[src/ldc_pkg.sv]
// Constants and types shared by both ends of the LED driver link.
// Assumes nothing beyond a SystemVerilog compiler.
package ldc_pkg;

  // ==========================================================
  // Channel layout
  localparam int NUM_CH = 16;
  localparam int TRIM_W = 6;
  localparam int BRIGHT_W = 12;
  localparam int TRIM_LEN = NUM_CH * TRIM_W;
  localparam int BRIGHT_LEN = NUM_CH * BRIGHT_W;
  localparam logic [5:0] TRIM_FULL_SCALE = 6'h3F;
  localparam logic [11:0] COUNT_END = 12'hFFF;

  // ==========================================================
  // Controller register map
  localparam logic [7:0] OFS_CTRL = 8'h00;
  localparam logic [7:0] OFS_CMD = 8'h04;
  localparam logic [7:0] OFS_TXDATA = 8'h08;
  localparam logic [7:0] OFS_RXDATA = 8'h0C;
  localparam logic [7:0] OFS_STATUS = 8'h10;
  localparam int CTRL_BLANK_BIT = 0;
  localparam int CTRL_MODE_BIT = 1;
  localparam logic CTRL_BLANK_RESET = 1'b1;
  localparam logic CTRL_MODE_RESET = 1'b0;
  localparam int CMD_NBITS_LSB = 0;
  localparam int CMD_NBITS_W = 6;
  localparam int CMD_LATCH_BIT = 8;
  localparam logic [5:0] CMD_MAX_BITS = 6'h20;
  localparam int STATUS_BUSY_BIT = 0;

  // ==========================================================
  // Timing, in ref_clk cycles
  localparam int SCLK_HALF_DEF = 4;
  localparam int PWM_HALF_DEF = 4;
  localparam int LATCH_HOLD_DEF = 32;

  typedef enum logic [2:0] {
    SEQ_IDLE,
    SEQ_SHIFT_LOW,
    SEQ_SHIFT_HIGH,
    SEQ_LATCH_HIGH,
    SEQ_LATCH_LOW
  } ldc_seq_state_t;

endpackage

[src/ldc_link_if.sv]
// Pins between the LED driver and its controller.
// Assumes the controller end drives every pin except the serial output.
`timescale 1ns/1ns
interface ldc_link_if;
  logic link_rst_n;
  logic serial_clock;
  logic serial_data_in;
  logic serial_data_out;
  logic latch_strobe;
  logic mode_trim;
  logic blank;
  logic pwm_reference_clock;

  modport dev (
    input link_rst_n,
    input serial_clock,
    input serial_data_in,
    output serial_data_out,
    input latch_strobe,
    input mode_trim,
    input blank,
    input pwm_reference_clock
  );

  modport ctrl (
    output link_rst_n,
    output serial_clock,
    output serial_data_in,
    input serial_data_out,
    output latch_strobe,
    output mode_trim,
    output blank,
    output pwm_reference_clock
  );
endinterface

[src/ldc_ctrl.sv]
// Controller end: APB slave registers, serial sequencer, clock dividers.
// Assumes an APB master on ref_clk; the device sits on the link.
`timescale 1ns/1ns
module ldc_ctrl #(
  parameter int SCLK_HALF = ldc_pkg::SCLK_HALF_DEF,
  parameter int PWM_HALF = ldc_pkg::PWM_HALF_DEF,
  parameter int LATCH_HOLD = ldc_pkg::LATCH_HOLD_DEF
) (
  input logic ref_clk,
  input logic rst_n,
  input logic psel,
  input logic penable,
  input logic pwrite,
  input logic [7:0] paddr,
  input logic [31:0] pwdata,
  output logic [31:0] prdata,
  output logic pready,
  output logic pslverr,
  ldc_link_if.ctrl link
);
  import ldc_pkg::*;

  ldc_seq_state_t state_reg;
  logic blank_reg;
  logic mode_reg;
  logic [31:0] tx_reg;
  logic [31:0] rx_reg;
  logic [5:0] nbits_reg;
  logic latch_req_reg;
  logic [5:0] bits_left_reg;
  logic [15:0] div_reg;
  logic [15:0] pwm_div_reg;
  logic pwm_clk_reg;
  logic sclk_reg;
  logic sdi_reg;
  logic strobe_reg;
  logic link_rst_reg;
  logic serial_data_out_meta_reg;
  logic serial_data_out_sync_reg;
  logic access;
  logic wr;
  logic busy;
  logic mapped;
  logic start;
  logic [5:0] cmd_nbits;

  // ==========================================================
  // APB decode; every access completes in its first access cycle
  assign access = psel & penable;
  assign wr = access & pwrite;
  assign busy = (state_reg != SEQ_IDLE);
  assign pready = 1'b1;
  assign mapped = (paddr == OFS_CTRL) || (paddr == OFS_CMD) ||
                  (paddr == OFS_TXDATA) || (paddr == OFS_RXDATA) ||
                  (paddr == OFS_STATUS);
  assign pslverr = access & ~mapped;
  assign start = wr && paddr == OFS_CMD && !busy;
  assign cmd_nbits = (pwdata[CMD_NBITS_LSB +: CMD_NBITS_W] > CMD_MAX_BITS) ?
                     CMD_MAX_BITS : pwdata[CMD_NBITS_LSB +: CMD_NBITS_W];

  always_comb begin
    prdata = '0;
    if (access && !pwrite) begin
      unique case (paddr)
        OFS_CTRL: begin
          prdata[CTRL_BLANK_BIT] = blank_reg;
          prdata[CTRL_MODE_BIT] = mode_reg;
        end
        OFS_CMD: begin
          prdata[CMD_NBITS_LSB +: CMD_NBITS_W] = nbits_reg;
          prdata[CMD_LATCH_BIT] = latch_req_reg;
        end
        OFS_TXDATA: prdata = tx_reg;
        OFS_RXDATA: prdata = rx_reg;
        OFS_STATUS: prdata[STATUS_BUSY_BIT] = busy;
        default: prdata = '0;
      endcase
    end
  end

  // Blank starts high so nothing lights on stale latches
  always_ff @(posedge ref_clk or negedge rst_n) begin
    if (!rst_n) begin
      blank_reg <= CTRL_BLANK_RESET;
      mode_reg <= CTRL_MODE_RESET;
    end else if (wr && paddr == OFS_CTRL) begin
      blank_reg <= pwdata[CTRL_BLANK_BIT];
      if (!busy) begin
        mode_reg <= pwdata[CTRL_MODE_BIT];
      end
    end
  end

  always_ff @(posedge ref_clk or negedge rst_n) begin
    if (!rst_n) begin
      tx_reg <= '0;
    end else if (wr && paddr == OFS_TXDATA) begin
      tx_reg <= pwdata;
    end
  end

  always_ff @(posedge ref_clk or negedge rst_n) begin
    if (!rst_n) begin
      nbits_reg <= '0;
      latch_req_reg <= 1'b0;
    end else if (start) begin
      nbits_reg <= cmd_nbits;
      latch_req_reg <= pwdata[CMD_LATCH_BIT];
    end
  end

  // ==========================================================
  // Link reset and free-running reference clock
  always_ff @(posedge ref_clk or negedge rst_n) begin
    if (!rst_n) begin
      link_rst_reg <= 1'b0;
    end else begin
      link_rst_reg <= 1'b1;
    end
  end

  always_ff @(posedge ref_clk or negedge rst_n) begin
    if (!rst_n) begin
      pwm_div_reg <= '0;
      pwm_clk_reg <= 1'b0;
    end else if (pwm_div_reg == 16'(PWM_HALF - 1)) begin
      pwm_div_reg <= '0;
      pwm_clk_reg <= ~pwm_clk_reg;
    end else begin
      pwm_div_reg <= pwm_div_reg + 16'h0001;
    end
  end

  always_ff @(posedge ref_clk or negedge rst_n) begin
    if (!rst_n) begin
      serial_data_out_meta_reg <= 1'b0;
      serial_data_out_sync_reg <= 1'b0;
    end else begin
      serial_data_out_meta_reg <= link.serial_data_out;
      serial_data_out_sync_reg <= serial_data_out_meta_reg;
    end
  end

  // ==========================================================
  // Serial sequencer: shift MSB first, then optional strobe pulse
  // After a shift the strobe rises on the same ref_clk edge that drives the serial clock low; with no bits it rises on the command write.
  always_ff @(posedge ref_clk or negedge rst_n) begin
    if (!rst_n) begin
      state_reg <= SEQ_IDLE;
      div_reg <= '0;
      bits_left_reg <= '0;
      sclk_reg <= 1'b0;
      sdi_reg <= 1'b0;
      strobe_reg <= 1'b0;
      rx_reg <= '0;
    end else begin
      unique case (state_reg)
        SEQ_IDLE: begin
          div_reg <= '0;
          if (start) begin
            bits_left_reg <= cmd_nbits;
            if (cmd_nbits != 6'h00) begin
              sdi_reg <= tx_reg[5'(cmd_nbits - 6'h01)];
              state_reg <= SEQ_SHIFT_LOW;
            end else if (pwdata[CMD_LATCH_BIT]) begin
              strobe_reg <= 1'b1;
              state_reg <= SEQ_LATCH_HIGH;
            end
          end
        end
        SEQ_SHIFT_LOW: begin
          if (div_reg == 16'(SCLK_HALF - 1)) begin
            div_reg <= '0;
            sclk_reg <= 1'b1;
            rx_reg <= {rx_reg[30:0], serial_data_out_sync_reg};
            bits_left_reg <= bits_left_reg - 6'h01;
            state_reg <= SEQ_SHIFT_HIGH;
          end else begin
            div_reg <= div_reg + 16'h0001;
          end
        end
        SEQ_SHIFT_HIGH: begin
          if (div_reg == 16'(SCLK_HALF - 1)) begin
            div_reg <= '0;
            sclk_reg <= 1'b0;
            if (bits_left_reg != 6'h00) begin
              sdi_reg <= tx_reg[5'(bits_left_reg - 6'h01)];
              state_reg <= SEQ_SHIFT_LOW;
            end else if (latch_req_reg) begin
              strobe_reg <= 1'b1;
              state_reg <= SEQ_LATCH_HIGH;
            end else begin
              state_reg <= SEQ_IDLE;
            end
          end else begin
            div_reg <= div_reg + 16'h0001;
          end
        end
        SEQ_LATCH_HIGH: begin
          if (div_reg == 16'(LATCH_HOLD - 1)) begin
            div_reg <= '0;
            strobe_reg <= 1'b0;
            state_reg <= SEQ_LATCH_LOW;
          end else begin
            div_reg <= div_reg + 16'h0001;
          end
        end
        SEQ_LATCH_LOW: begin
          if (div_reg == 16'(LATCH_HOLD - 1)) begin
            div_reg <= '0;
            state_reg <= SEQ_IDLE;
          end else begin
            div_reg <= div_reg + 16'h0001;
          end
        end
      endcase
    end
  end

  assign link.link_rst_n = link_rst_reg;
  assign link.serial_clock = sclk_reg;
  assign link.serial_data_in = sdi_reg;
  assign link.latch_strobe = strobe_reg;
  assign link.mode_trim = mode_reg;
  assign link.blank = blank_reg;
  assign link.pwm_reference_clock = pwm_clk_reg;

endmodule

[src/flat_wrapper.sv]
// flat-port wrapper written by rule: the top's interface ports become plain ports
module ldc_ctrl_flat import ldc_pkg::*;
#(
  parameter int SCLK_HALF = ldc_pkg::SCLK_HALF_DEF,
  parameter int PWM_HALF = ldc_pkg::PWM_HALF_DEF,
  parameter int LATCH_HOLD = ldc_pkg::LATCH_HOLD_DEF
)
  (ref_clk, rst_n, psel, penable, pwrite, paddr, pwdata, prdata, pready, pslverr, link_link_rst_n, link_serial_clock, link_serial_data_in, link_serial_data_out, link_latch_strobe, link_mode_trim, link_blank, link_pwm_reference_clock);
  ldc_link_if link_i ();
  input logic ref_clk;
  input logic rst_n;
  input logic psel;
  input logic penable;
  input logic pwrite;
  input logic [7:0] paddr;
  input logic [31:0] pwdata;
  output logic [31:0] prdata;
  output logic pready;
  output logic pslverr;
  output wire logic [$bits(link_i.link_rst_n)-1:0] link_link_rst_n;
  output wire logic [$bits(link_i.serial_clock)-1:0] link_serial_clock;
  output wire logic [$bits(link_i.serial_data_in)-1:0] link_serial_data_in;
  input wire logic [$bits(link_i.serial_data_out)-1:0] link_serial_data_out;
  output wire logic [$bits(link_i.latch_strobe)-1:0] link_latch_strobe;
  output wire logic [$bits(link_i.mode_trim)-1:0] link_mode_trim;
  output wire logic [$bits(link_i.blank)-1:0] link_blank;
  output wire logic [$bits(link_i.pwm_reference_clock)-1:0] link_pwm_reference_clock;
  assign link_link_rst_n = link_i.link_rst_n;
  assign link_serial_clock = link_i.serial_clock;
  assign link_serial_data_in = link_i.serial_data_in;
  assign link_i.serial_data_out = link_serial_data_out;
  assign link_latch_strobe = link_i.latch_strobe;
  assign link_mode_trim = link_i.mode_trim;
  assign link_blank = link_i.blank;
  assign link_pwm_reference_clock = link_i.pwm_reference_clock;
  ldc_ctrl #(.SCLK_HALF(SCLK_HALF), .PWM_HALF(PWM_HALF), .LATCH_HOLD(LATCH_HOLD)) u_core (.ref_clk(ref_clk), .rst_n(rst_n), .psel(psel), .penable(penable), .pwrite(pwrite), .paddr(paddr), .pwdata(pwdata), .prdata(prdata), .pready(pready), .pslverr(pslverr), .link(link_i));
endmodule
[config.mk]
export PLATFORM = sky130hd
export DESIGN_NAME = ldc_ctrl_flat
export DESIGN_NICKNAME = d
export VERILOG_FILES = /design/src/ldc_pkg.sv /design/src/ldc_link_if.sv /design/src/ldc_ctrl.sv /design/src/flat_wrapper.sv
export SDC_FILE = /design/constraint.sdc
export NUM_CORES = 1
export LEC_CHECK = 0
export BUFFER_PORTS_ARGS = -buffer_cell sky130_fd_sc_hd__buf_2
export CAP_MARGIN = 5
export CORE_MARGIN = 3
export CORE_UTILIZATION = 39
export CTS_CLUSTER_SIZE = 25
export DETAILED_ROUTE_END_ITERATION = 12
export GPL_TIMING_DRIVEN = 0
export SLEW_MARGIN = 20
export SYNTH_ARGS = -nofsm -noshare
export SYNTH_HDL_FRONTEND = slang
export SYNTH_SLANG_ARGS = --single-unit
export TNS_END_PERCENT = 5
[constraint.sdc]
create_clock -name ref_clk -period 2.95 [get_ports ref_clk]
set_input_delay 0.7375 -clock ref_clk [delete_from_list [all_inputs] [get_ports ref_clk]]
set_output_delay 0.7375 -clock ref_clk [all_outputs]
set_load 0.05 [all_outputs]
# Word level (Yosys, flattened, before mapping)
# Cells that the tools add are included.
# Widths: inputs -> output; s select.
classes:
  n_eq_ne: 23
  n_reduce_logical: 29
  mux: 45
  n_bitwise: 6
  add_sub_neg: 4
  magnitude_cmp: 3
ops:
  columns: ["operator", "n"]
  rows:
  - ["$mux 16", 3]
  - ["$pmux 16 s3", 1]
  - ["$pmux 23 s2", 1]
  - ["$add 16x1->16 const B", 2]
  - ["$eq 16x2->1 const B", 2]
  - ["$mux 32", 1]
  - ["$mux 3", 8]
  - ["$mux 6", 3]
  - ["$eq 16x5->1 const B", 1]
  - ["$eq 8x4->1 const B", 2]
  - ["$ne 2x1->1 const B", 8]
  - ["$mux 1", 15]
  - ["$pmux 3 s5", 1]
  - ["$lt 5x6->1 const B", 2]
  - ["$pmux 4 s3", 1]
  - ["$pmux 6 s2", 1]
  - ["$reduce_bool 6->1", 2]
  - ["$bmux 1 s5", 2]
  - ["$eq 8x3->1 const B", 1]
  - ["$eq 8x5->1 const B", 1]
  - ["$logic_not 8->1", 1]
  - ["$reduce_and 8->1", 1]
  - ["$eq 3x2->1 const B", 2]
  - ["$gt 6x6->1 const B", 1]
  - ["25 further kinds", 47]
totals:
  wordCells: 127
  reg_bits: 121
  inputBits: 46

# Depth between registers and ports, before layout
logic_depth:
  word_depth: 8
  depth_mapped: 11
  mapped_depth_nobuf: 9

# Least setup slack after synthesis
# Ideal clock, no wire load.
synth_timing:
  path_kind: "input to output"
  startpoint: "in paddr[2]"
  endpoint: "out prdata[0]"
  slack_ns: -0.627
  required_ns: 2.213
  n_path_buf: 1
  arrival_time_ns: 2.839
  stages: 6
  path_cell_list: "buf_1 -> nor2_1 -> a222oi_1 -> nor2_1 -> a31oi_1 -> nor4_1"
synth_via:
  elab_chain_len: 3
synth_rtl:
  columns: ["item", "line_no", "text"]
  rows:
  - ["start: declaration", "flat_wrapper.sv:15", "input logic [7:0] paddr;"]
  - ["$eq 8x5->1, or another cell as far along", "ldc_ctrl.sv:64", "unique case (paddr)"]
  - ["$pmux 1 s5 (*)", "ldc_ctrl.sv:64", null]
  - ["$mux 32 (*)", "ldc_ctrl.sv:63", "if (access && !pwrite) begin"]
  - ["end: declaration", "flat_wrapper.sv:17", "output logic [31:0] prdata;"]
# Mark *: on every way between the ends. The rest lies on a longest branch, timed or not.

# Final worst setup path
layout_timing:
  startpoint: "in paddr[1]"
  endpoint: "out prdata[18]"
layout_via:
  elab_chain_len: 3
layout_rtl:
  columns: ["item", "line_no"]
  rows:
  - ["$eq 8x4->1", "ldc_ctrl.sv:64"]
  - ["$pmux 23 s2 (*)", "ldc_ctrl.sv:64"]
  - ["$mux 32 (*)", "ldc_ctrl.sv:63"]
# Marked as above.

==> metrics.md <==
| Metric | Value |
|---|---|
| Syn-to-layout area delta | `30.8%` |
| Final Skew | `0.0129 ns` |
| Flop2flop setup slack | `0.19 ns` |
| Post-synth EDFFs | `0` |
| Period utilisation layout | `108%` |
| Peak supply drop | `449 µV` |
| Yosys warnings | `0` |
| Crit path buf inv count | `4` |
| Combinational power share | `24.9%` |
| Grt total ovfl | `0` |
| Hold violation count in the final report | `0` |
| CP Max Fanout | `8` |
| Clock root cell | `clkbuf_16` |
| Crit path largest cell delay | `0.54 ns` |
| Netlist cell types | `60` |
| Sw frac | `31.9%` |
| GP Congestion | `0.851` |
| Failing checks | `negative setup slack` |
| Slew Limit Fails | `0` |
| NumNets Final | `751` |
| Number of global-route vias before repair | `5289` |
| Post-synth top flop | `dfrtp_1` |
| Max-cap violations | `0` |
| Clock power frac | `39.8%` |
| Pin count of the biggest net entering global routing | `66` |
| Mapped Cells | `585` |
| Initial Util | `40.4%` |
| Tightest Pin Transition | `0.718 ns` |
| DP HPWL | `12000 µm` |
| H-tree levels | `4` |
| Core area | `16100 µm²` |
| Worst setup slack after placement | `-0.595 ns` |
| Drt wl/cell | `18.1 µm` |
| Chip width | `135 µm` |
| Hold WC Path Type | `in -> async` |
| CTS buffer count | `17` |
| Routed vias/inst | `5.53` |
| Share of power burned in registers | `35.3%` |
| Reg2reg end | `u_core.link.serial_data_in` |
| Leakage | `3.72 nW` |
| Slew HR | `51.5%` |
| Row cnt | `46` |
| Clk pin slew, worst setup/hold paths | `0.05 ns` |
| Chip Height | `135 µm` |
| Crit end category | `primary output` |
| Share of flip-flops with an asynchronous set or reset | `100%` |
| Vias | `5141` |
| Final worst-path setup slack | `-0.234 ns` |
| Worst setup SP type | `primary input` |
| Cell family with most CP delay | `simple AND/OR/NAND/NOR gates` |
| DRC errors left | `0` |
| Worst path cell trace | `buf_6 > or4_4 > nor3_4 > and3_4 > buf_8 > buf_6 > a22oi_1 > nor2_4 > buf_8` |
| Dpl cell area | `7420 µm²` |
| TritonCTS clock tree | `built` |
| Final setup fails | `25` |
| RSZ-0062 raised after global routing | `true` |
| Tmin final | `3.18 ns` |
| Fraction of layout cells with a size suffix above 1 | `41.8%` |
| Max Root-Sink Buffers | `2` |
| Commonest non-fill, non-tap cell in the layout | `dfrtp_1` |
| Setup TNS | `-4.89 ns` |
| Cell accounting for the most synthesized area | `dfrtp_1` |
| CTS Hold Bufs | `0` |
| Mean Syn Cell Area | `11.1 µm²` |
| Yosys top cell area share | `46.3%` |
| Antenna violations before repair | `1` |
| Die Footprint | `18200 µm²` |
| Final wirelength | `16800 µm` |
| Critical path type | `in -> out` |
| Synth Cell Area | `6490 µm²` |
| Max Clk Rate | `0.314 GHz` |
| Critical Path RT | `2.21 ns` |
| Post-route antenna net violation count | `0` |
| Int Power | `3.58 mW` |
| Iteration-0 DRC Markers | `294` |
| Critical Path AT | `2.45 ns` |
| Most frequent cells in the layout | `120 x dfrtp_1, 78 x mux2_2, 60 x buf_2, 41 x nor2_1, 35 x nand2_1` |
| Switching Power | `1.67 mW` |
| CTS Sinks | `121` |
| Fin area | `8490 µm²` |
| Highest-delay cell along the critical path | `or4_4` |
| Flops & latches, synth | `121` |
| DR pass1 iterations | `5` |
| Status | `complete, but fails checks` |
| GRT Util Overall | `18.9%` |
| Pwr Density | `618 nW/µm²` |
| Seq/Total Area, Yosys | `46.7%` |
| Top sig layer | `met4` |
| Routed wl met2 | `8430 µm` |
| IO Port Bufs | `84` |
| I/O pins | `87` |
| First-pass GRT wire length | `27200 µm` |
| Met1 wire length | `7430 µm` |
| Pwr Total | `5.25 mW` |
| Met3 wire length | `609 µm` |
| RR Startpoint | `u_core.bits_left_reg[0]` |
| Length in cells of the worst reg-to-reg path | `11` |
| Synth top area cells | `dfrtp_1 46%, mux2_2 14%, mux4_2 5.6%, nor2_1 3.9%, a22oi_1 3.6%` |
| Clk_lat worst skew | `0.42 ns` |
| # fillers | `1389` |
==> kinds of logic (layout without fill, tap and decap cells) <==
family	after synthesis	count (layout)	synth area share, %
AOI/OAI and AO/OA	87	87	9.22
xor gates and xnor gates	34	34	4.59
adders and majority gates	5	5	0.964
buffers and inverters	42	169	2.95
DFF	121	121	46.7
muxes	104	104	20.7
other	1	3	0.0578
and+or+nand+nor	191	191	14.9
==> power by group through the flow <==
stage / clock network, mW / registers, mW / logic, mW
final: 2.09 / 1.85 / 1.31
after global routing: 2.21 / 1.87 / 1.44
after detailed placement: 0 / 1.88 / 1.28
after CTS: 2.14 / 1.85 / 1.29
after global placement: 0 / 1.88 / 1.25
after floorplan: 0 / 1.90 / 0.912
==> cells in the mapped netlist, drive strengths merged (6+ instances only) <==
| master | instances |
|---|---|
| mux2i | 9 |
| nor2b | 11 |
| mux4 | 16 |
| o21ai | 18 |
| a22oi | 31 |
| dfrtp | 120 |
| and3 | 9 |
| buf | 16 |
| nand2 | 36 |
| nand4 | 8 |
| nor4 | 8 |
| a21oi | 15 |
| inv | 7 |
| nor3 | 8 |
| nand2b | 6 |
| xor2 | 17 |
| nor2 | 67 |
| xnor2 | 17 |
| clkbuf | 19 |
| mux2 | 79 |
| nand3 | 17 |
==> worst max path at each step <==
stage	cells after the start	endpoint	startpoint	slack (ns)
after detailed placement	7	prdata[16]	psel	-0.60
final	9	prdata[18]	paddr[1]	-0.23
after floorplan	7	prdata[11]	paddr[1]	-0.10
after CTS	9	prdata[24]	paddr[7]	-0.28
after global placement	11	u_core.link.serial_data_in	pwdata[0]	-0.60
after global routing	9	prdata[28]	paddr[1]	-0.29
==> what timing repair did <==
item / in CTS / in global routing
resized for setup: 80 / 34
cloned: 4 / 0
setup buffers: 5 / 1
endpoints found under the hold margin: 0 / 0
pin swaps: 8 / 15
endpoints found under the setup margin: 33 / 33
==> layout make-up <==
| cell class | count | area (µm²) | area share (%) |
|---|---|---|---|
| plain buffers | 35 | 220 | 2.60 |
| inverters | 7 | 26.3 | 0.310 |
| well taps | 216 | 270 | 3.18 |
| clock inverters | 13 | 144 | 1.70 |
| flip-flops and latches | 121 | 3030 | 35.7 |
| clock buffers | 19 | 453 | 5.34 |
| diodes | 1 | 2.50 | 0.0295 |
| repair buffers | 95 | 806 | 9.50 |
| multi-input cells | 423 | 3530 | 41.7 |
==> per-stage QoR <==
step | instances | hold slack (ns) | util [%]
5_1_grt | 930 | 0.306 | 52.8
3_5_place_dp | 887 | 0.348 | 46.2
4_1_cts | 928 | 0.288 | 52.0
3_3_place_gp | 886 | 0.335 | 46.0
6_report | 930 | 0.268 | 52.8
2_1_floorplan | 586 | 0.331 | -
==> routing by layer <==
layer,global-route usage (%),up-vias
li1,-,2367
met1,25.0,2631
met2,31.2,119
met3,3.61,24
met4,6.94,0
met5,0,-
(Power assumes the default switching activity.)
